===== config.mk =====
export PLATFORM = sky130hd
export DESIGN_NAME = etls_latch
export DESIGN_NICKNAME = d
export VERILOG_FILES = /design/src/design/etls_pkg.sv /design/src/design/etls_latch.sv /design/src/design/etls_sync.sv
export SDC_FILE = /design/constraint.sdc
export NUM_CORES = 1
export LEC_CHECK = 0
export BUFFER_PORTS_ARGS = -buffer_cell sky130_fd_sc_hd__buf_2
export CAP_MARGIN = 5
export CORE_MARGIN = 2
export CORE_UTILIZATION = 55
export DETAILED_ROUTE_END_ITERATION = 6
export GPL_TIMING_DRIVEN = 1
export PLACE_DENSITY = 0.78
export SLEW_MARGIN = 20
export SYNTH_ARGS = -nofsm -noshare
export SYNTH_HDL_FRONTEND = slang
export SYNTH_SLANG_ARGS = --single-unit

===== constraint.sdc =====
create_clock -name clk_sys_i -period 2.02 [get_ports clk_sys_i]
set_input_delay 0.101 -clock clk_sys_i [delete_from_list [all_inputs] [get_ports clk_sys_i]]
set_output_delay 0.101 -clock clk_sys_i [all_outputs]
set_load 0.1 [all_outputs]

===== src/design/etls_pkg.sv =====
// constants and types shared by the edge timestamp latch files
package etls_pkg;
    // default channel count and timestamp width
    localparam int unsigned ETLS_NCH_DEF = 4;
    localparam int unsigned ETLS_TS_W_DEF = 64;
    // status byte layout
    localparam int unsigned ETLS_SB_W = 8;
    localparam int unsigned ETLS_SB_RISE_BIT = 0;
    localparam int unsigned ETLS_SB_FALL_BIT = 1;
    localparam int unsigned ETLS_SB_RSV_LO = 2;
    localparam logic [7:0] ETLS_SB_RESET = 8'h00;
    localparam logic [5:0] ETLS_SB_RSV_VAL = 6'h00;
    // timestamp reset value
    localparam logic [63:0] ETLS_TS_RESET = 64'h0000_0000_0000_0000;
    // synchroniser depth
    localparam int unsigned ETLS_SYNC_STAGES = 2;
    // per-channel hold state of the first-edge latch
    typedef enum logic {
        ETLS_HOLD_FREE,
        ETLS_HOLD_FULL
    } etls_hold_t;
endpackage : etls_pkg


===== src/design/etls_latch.sv =====
// per-channel edge timestamp latch with edge status bytes
// Function
// - last-edge mode: every input change overwrites the stored timestamp, reads ignored
// - last-edge mode: no edge flags are set in the status byte
// - status bits one and zero report a latched falling or rising edge
// - status bit zero flags a captured rising edge
// - status bits seven to two reserved, read zero, reader ignores them
// - edge flags are raised only in first-edge mode
// - a set flag stays until the timestamp is read or the channel goes to last-edge mode; the read clears it unless an edge is captured in the same cycle
// - only one edge event with its timestamp is held per channel per cycle
// - first-edge mode: first change after a read is kept until the next read
`timescale 1ns/1ps
`default_nettype none
module etls_latch #(
    parameter int unsigned NCH = etls_pkg::ETLS_NCH_DEF,
    parameter int unsigned TS_W = etls_pkg::ETLS_TS_W_DEF
) (
    input wire logic clk_sys_i,
    input wire logic rst_n_i,
    input wire logic [NCH-1:0] chan_in_i,
    input wire logic [TS_W-1:0] sys_time_i,
    input wire logic [NCH-1:0] mode_first_edge_i,
    input wire logic [NCH-1:0] ts_read_i,
    output logic [NCH-1:0][TS_W-1:0] edge_timestamp_value_o,
    output logic [NCH-1:0][etls_pkg::ETLS_SB_W-1:0] channel_edge_status_byte_o
);
    import etls_pkg::*;

    // rising edge of a synchronised level against its previous sample
    function automatic logic f_rise(input logic now_v, input logic prev_v);
        f_rise = now_v & ~prev_v;
    endfunction : f_rise

    // falling edge of a synchronised level against its previous sample
    function automatic logic f_fall(input logic now_v, input logic prev_v);
        f_fall = ~now_v & prev_v;
    endfunction : f_fall

    logic [NCH-1:0] chan_sync;
    logic [NCH-1:0] prev_d;
    logic [NCH-1:0] prev_q;
    logic [NCH-1:0] rise;
    logic [NCH-1:0] fall;
    logic [NCH-1:0][TS_W-1:0] ts_d;
    logic [NCH-1:0][TS_W-1:0] ts_q;
    logic [NCH-1:0] flag_rise_d;
    logic [NCH-1:0] flag_rise_q;
    logic [NCH-1:0] flag_fall_d;
    logic [NCH-1:0] flag_fall_q;
    etls_hold_t hold_d [NCH];
    etls_hold_t hold_q [NCH];

    // input pins pass two flops before any edge logic
    etls_sync #(
        .W(NCH)
    ) u_sync (
        .clk_sys_i(clk_sys_i),
        .rst_n_i(rst_n_i),
        .async_i(chan_in_i),
        .sync_o(chan_sync)
    );

    // edge detection on the synchronised levels
    always_comb begin
        prev_d = chan_sync;
        for (int c = 0; c < NCH; c++) begin
            rise[c] = f_rise(chan_sync[c], prev_q[c]);
            fall[c] = f_fall(chan_sync[c], prev_q[c]);
        end
    end

    // next latch state per channel
    always_comb begin
        ts_d = ts_q;
        flag_rise_d = flag_rise_q;
        flag_fall_d = flag_fall_q;
        for (int c = 0; c < NCH; c++) begin
            hold_d[c] = hold_q[c];
            if (mode_first_edge_i[c]) begin
                // single event: capture only when free or released this cycle
                if ((rise[c] || fall[c]) && (hold_q[c] == ETLS_HOLD_FREE || ts_read_i[c])) begin
                    ts_d[c] = sys_time_i;
                    flag_rise_d[c] = rise[c];
                    flag_fall_d[c] = fall[c];
                    hold_d[c] = ETLS_HOLD_FULL;
                end else if (ts_read_i[c]) begin
                    // read releases the latch and clears both flags
                    flag_rise_d[c] = 1'b0;
                    flag_fall_d[c] = 1'b0;
                    hold_d[c] = ETLS_HOLD_FREE;
                end
            end else begin
                // continuous: latest edge wins, no flags, reads ignored
                if (rise[c] || fall[c]) begin
                    ts_d[c] = sys_time_i;
                end
                flag_rise_d[c] = 1'b0;
                flag_fall_d[c] = 1'b0;
                hold_d[c] = ETLS_HOLD_FREE;
            end
        end
    end

    // register the latch state
    always_ff @(posedge clk_sys_i or negedge rst_n_i) begin
        if (!rst_n_i) begin
            prev_q <= '0;
            flag_rise_q <= '0;
            flag_fall_q <= '0;
            for (int c = 0; c < NCH; c++) begin
                ts_q[c] <= TS_W'(ETLS_TS_RESET);
                hold_q[c] <= ETLS_HOLD_FREE;
            end
        end else begin
            prev_q <= prev_d;
            ts_q <= ts_d;
            flag_rise_q <= flag_rise_d;
            flag_fall_q <= flag_fall_d;
            for (int c = 0; c < NCH; c++) begin
                hold_q[c] <= hold_d[c];
            end
        end
    end

    // output assembly: timestamps and status bytes
    always_comb begin
        for (int c = 0; c < NCH; c++) begin
            edge_timestamp_value_o[c] = ts_q[c];
            channel_edge_status_byte_o[c] = ETLS_SB_RESET;
            channel_edge_status_byte_o[c][ETLS_SB_RISE_BIT] = flag_rise_q[c];
            channel_edge_status_byte_o[c][ETLS_SB_FALL_BIT] = flag_fall_q[c];
            channel_edge_status_byte_o[c][ETLS_SB_W-1:ETLS_SB_RSV_LO] = ETLS_SB_RSV_VAL;
        end
    end

    // per-channel checks on the latch behaviour
    for (genvar g = 0; g < NCH; g++) begin : g_chk
        logic edge_v;
        logic free_v;
        assign edge_v = rise[g] | fall[g];
        assign free_v = (hold_q[g] == ETLS_HOLD_FREE) | ts_read_i[g];

        a_last_edge_update: assert property (
            @(posedge clk_sys_i) disable iff (!rst_n_i)
            (!mode_first_edge_i[g] && edge_v) |=> (ts_q[g] == $past(sys_time_i)))
            else $error("continuous mode missed a timestamp update");

        a_last_no_flags: assert property (
            @(posedge clk_sys_i) disable iff (!rst_n_i)
            !mode_first_edge_i[g] |=> (channel_edge_status_byte_o[g][ETLS_SB_FALL_BIT:ETLS_SB_RISE_BIT] == 2'b00))
            else $error("edge flag set in continuous mode");

        a_flag_means_held: assert property (
            @(posedge clk_sys_i) disable iff (!rst_n_i)
            (flag_rise_q[g] || flag_fall_q[g]) |-> (hold_q[g] == ETLS_HOLD_FULL))
            else $error("edge flag without a held event");

        a_rise_flag_set: assert property (
            @(posedge clk_sys_i) disable iff (!rst_n_i)
            (mode_first_edge_i[g] && rise[g] && free_v)
            |=> (channel_edge_status_byte_o[g][ETLS_SB_RISE_BIT] && !flag_fall_q[g]
                 && ts_q[g] == $past(sys_time_i)))
            else $error("rising edge not latched");

        a_fall_flag_set: assert property (
            @(posedge clk_sys_i) disable iff (!rst_n_i)
            (mode_first_edge_i[g] && fall[g] && free_v)
            |=> (channel_edge_status_byte_o[g][ETLS_SB_FALL_BIT] && !flag_rise_q[g]
                 && ts_q[g] == $past(sys_time_i)))
            else $error("falling edge not latched");

        a_reserved_zero: assert property (
            @(posedge clk_sys_i) disable iff (!rst_n_i)
            channel_edge_status_byte_o[g][ETLS_SB_W-1:ETLS_SB_RSV_LO] == ETLS_SB_RSV_VAL)
            else $error("reserved status bits not zero");

        a_flag_only_single: assert property (
            @(posedge clk_sys_i) disable iff (!rst_n_i)
            ($rose(flag_rise_q[g]) || $rose(flag_fall_q[g])) |-> $past(mode_first_edge_i[g]))
            else $error("edge flag raised outside first-edge mode");

        a_flag_held: assert property (
            @(posedge clk_sys_i) disable iff (!rst_n_i)
            ((flag_rise_q[g] || flag_fall_q[g]) && mode_first_edge_i[g] && !ts_read_i[g])
            |=> $stable(flag_rise_q[g]) && $stable(flag_fall_q[g]))
            else $error("edge flag dropped without a read");

        a_read_clears: assert property (
            @(posedge clk_sys_i) disable iff (!rst_n_i)
            (mode_first_edge_i[g] && ts_read_i[g] && !edge_v)
            |=> (!flag_rise_q[g] && !flag_fall_q[g] && hold_q[g] == ETLS_HOLD_FREE))
            else $error("read did not release the latch");

        a_one_event: assert property (
            @(posedge clk_sys_i) disable iff (!rst_n_i)
            !(flag_rise_q[g] && flag_fall_q[g]))
            else $error("two edge events held at once");

        a_first_kept: assert property (
            @(posedge clk_sys_i) disable iff (!rst_n_i)
            (mode_first_edge_i[g] && hold_q[g] == ETLS_HOLD_FULL && !ts_read_i[g])
            |=> $stable(ts_q[g]) [*1])
            else $error("held first-edge timestamp overwritten");

        a_set_wins_read: assert property (
            @(posedge clk_sys_i) disable iff (!rst_n_i)
            (mode_first_edge_i[g] && ts_read_i[g] && edge_v)
            |=> (hold_q[g] == ETLS_HOLD_FULL && flag_rise_q[g] == $past(rise[g])
                 && flag_fall_q[g] == $past(fall[g])))
            else $error("edge in a read cycle was not captured");

        a_cont_read_ignored: assert property (
            @(posedge clk_sys_i) disable iff (!rst_n_i)
            (!mode_first_edge_i[g] && ts_read_i[g] && !edge_v) |=> $stable(ts_q[g]))
            else $error("read changed a continuous-mode timestamp");

        a_cont_frees_latch: assert property (
            @(posedge clk_sys_i) disable iff (!rst_n_i)
            !mode_first_edge_i[g] |=> (hold_q[g] == ETLS_HOLD_FREE))
            else $error("latch still held in continuous mode");
    end
endmodule : etls_latch
`default_nettype wire


===== src/design/etls_sync.sv =====
// two-flop synchroniser for the channel input pins
`timescale 1ns/1ps
`default_nettype none
module etls_sync #(
    parameter int unsigned W = 4
) (
    input wire logic clk_sys_i,
    input wire logic rst_n_i,
    input wire logic [W-1:0] async_i,
    output logic [W-1:0] sync_o
);
    import etls_pkg::*;

    logic [W-1:0] meta_d;
    logic [W-1:0] meta_q;
    logic [W-1:0] sync_d;
    logic [W-1:0] sync_q;

    // next values: first stage feeds only the second
    always_comb begin
        meta_d = async_i;
        sync_d = meta_q;
    end

    // register both stages
    always_ff @(posedge clk_sys_i or negedge rst_n_i) begin
        if (!rst_n_i) begin
            meta_q <= '0;
            sync_q <= '0;
        end else begin
            meta_q <= meta_d;
            sync_q <= sync_d;
        end
    end

    assign sync_o = sync_q;
endmodule : etls_sync
`default_nettype wire

==> impl_metrics.json <==
{
  "wirelength_um": 51300,
  "cp.arrival_ns": 2.08,
  "htree_levels": 2,
  "grt_overflow": 0,
  "vias_per_cell": 6.25,
  "path_cells": "buf_4 -> buf_4 -> nand4b_1 -> o211ai_2",
  "timing.final.ws_setup_ns": 0.354,
  "rows": 63,
  "initial_core_util_pct": 55.8,
  "finalSetupTns_ns": 0,
  "finClkSkew_ns": 0.0149,
  "grt_first_pass_wirelength_um": 80300,
  "ys_ff_latch": 280,
  "cp_slowest_cell": "buf_4",
  "maxCapViolations": 0,
  "fp.dieW_um": 177,
  "cts_sinks": 280,
  "synthTopCellsByArea": "dfrtp_1, o211ai_2, nand4b_1",
  "crit_family": "buffers and inverters",
  "finalSetupViolations": 0,
  "ant_nets": 0,
  "tightest_slew_ns": 0.699,
  "synth_top_area_share_pct": 42.4,
  "wl_per_cell_um": 22.4,
  "fp.coreArea_um2": 29600,
  "rsz0062_at_grt": "false",
  "reg2reg_slack_ns": 0.35,
  "route.detailed.drc": 0,
  "cts_setup_buffers": 0,
  "die_area_um2": 31400,
  "timing.final.crit_share_pct": 82.5,
  "area_delta_synth_final_pct": 21.9,
  "crit_fanout": 41,
  "port_buffers": 341,
  "syn_area_um2": 16500,
  "cts-buffers-inserted": 34,
  "syn_area_per_cell_um2": 10.6,
  "synth_seq_area_share_pct": 42.4,
  "first_iter_violations": 1290,
  "crit_path_frequent_cell": "buf_4",
  "crit_type": "flip-flop to flip-flop",
  "drt_first_pass_iters": 7,
  "globalRouteTotalUtil_pct": 32.4,
  "num-nets-final": 1957,
  "cts_buffer_depth": 3,
  "power_density_nw_per_um2": 1240,
  "root_buffer": "clkbuf_16",
  "tritoncts": "yes",
  "grt_max_degree": 71,
  "slowest_delay_ns": 0.56,
  "worst_setup_path_start_kind": "flip-flop",
  "hold_viol_final": 0,
  "drv_slew": 0,
  "yosysWarnings": 0,
  "dp.final_hpwl_um": 31900,
  "gp_congestion": 0.798,
  "layout-drive-gt1-share_pct": 36.4,
  "end_kind": "flip-flop",
  "fill_cells": 2241,
  "vias": 14300,
  "clkTransAtPathRegs_ns": 0.06,
  "yosys.area.top_type": "dfrtp_1",
  "dp_slack_ns": 0.393,
  "n_antenna_cell": 0,
  "irDropWorstVdd_uv": 838,
  "clock.fmax_ghz": 0.600,
  "insertion_delay_ns": 0.51,
  "status": "completed",
  "finalCriticalPeriod_ns": 1.67,
  "p_leak_nw": 9.09,
  "ios": 366,
  "die_h_um": 177,
  "cp.required_ns": 2.44,
  "path_buf_inv": 2,
  "grt_pass1_vias": 14100,
  "antenna_found_initial": 3,
  "syn-instance-count": 1561,
  "slew_headroom_pct": 53.4,
  "yosysUniqueCellTypes": 19,
  "hold_path_class": "input pin to asynchronous set/reset pin"
}
==> cell type report <==
type / instances / area (µm²) / area share (%)
well taps: 390 / 488 / 2.43
repair buffers: 447 / 2970 / 14.8
multi-input cells: 1096 / 8430 / 41.9
clock inverters: 14 / 145 / 0.721
flip-flops and latches: 280 / 7010 / 34.9
inverters: 12 / 45.0 / 0.224
clock buffers: 47 / 1020 / 5.09
==> cells in the mapped netlist (all sizes together) <==
cell	number
o21bai	4
o32ai	8
o21a	4
ha	8
nand2b	256
nand2	272
dfrtp	280
and3b	4
nand4b	256
buf	123
clkbuf	73
inv	12
o211ai	256
nor2b	4
conb	1
==> metal layers <==
layer	vias to the layer above	GRT usage (%)	share of wire (%)
met2	758	50.9	47
met3	130	7.71	9.7
li1	6213	-	-
met5	-	0	0.084
met4	6	11.1	3.5
met1	7170	43.9	40
==> repair_timing <==
action,4_1_cts,5_1_grt
resized for setup,0,0
hold endpoints to repair,493,0
hold buffers,69,0
==> final timing paths <==
kind | start | endpoint | cells after the start
setup / recovery | hold_q[0] | edge_timestamp_value_o[207] | 4
hold / removal | rst_n_i | edge_timestamp_value_o[243] | 2
min in group clk_sys_i | ts_read_i[2] | edge_timestamp_value_o[129] | 3
hold reg to reg | u_sync.meta_q[3] | u_sync.sync_o[3] | 0
setup reg to reg | hold_q[0] | edge_timestamp_value_o[207] | 4
max in group asynchronous | rst_n_i | edge_timestamp_value_o[148] | 3
==> cell usage in the layout (no fill, tap or decap), drive strengths merged <==
cell,n
o211ai,256
conb,24
ha,8
nand2,272
o21bai,4
and3b,4
nand4b,256
buf,378
nand2b,256
dfrtp,280
inv,12
bufinv,3
dlygate4sd3,69
o21a,4
clkinv,11
clkbuf,47
nor2b,4
o32ai,8
==> cell families after synthesis <==
logic type / share of synthesized area (%)
AOI/OAI and AO/OA: 19.7
adders and majority gates: 0.606
buffers and inverters: 7.38
DFF: 42.4
other: 0.0227
and+or+nand+nor: 29.8
==> registers in the layout (all words and copies together) (netlist names) <==
name,flops
edge_timestamp_value_o,256
flag_fall_q,4
flag_rise_q,4
hold_q,4
prev_q,4
u_sync.meta_q,4
u_sync.sync_o,4
==> worst register-to-register path: cells and delay by family, from the launching register on <==
| family | cells | cell delay (ns) |
|---|---|---|
| buffers and inverters | 2 | 0.88 |
| flip-flops | 1 | 0.35 |
| AND/OR/NAND/NOR | 1 | 0.24 |
| AO/OA/AOI/OAI | 1 | 0.12 |
==> metrics by stage <==
step / std cells / util [%] / hold slack, ns / area (µm²) / total power, mW
after floorplan: 1584 / - / -0.195 / 16600 / 16.3
after global placement: 2156 / 61.8 / 0.0740 / 18300 / 18.3
after detailed placement: 2156 / 61.8 / 0.0668 / 18300 / 18.4
after CTS: 2286 / 68.1 / 0.116 / 20100 / 24.9
after global routing: 2286 / 68.1 / 0.126 / 20100 / 25.7
final: 2286 / 68.1 / 0.126 / 20100 / 24.9
==> power by group <==
group	internal [mW]	leakage (nW)	total [mW]	switching (mW)
registers	6.53	3.39	7.33	0.801
clock network	3.92	0.589	6.35	2.43
logic	1.97	5.10	11.2	9.21
total	12.4	9.09	24.9	12.4
Power figures use the tool's default switching activity.
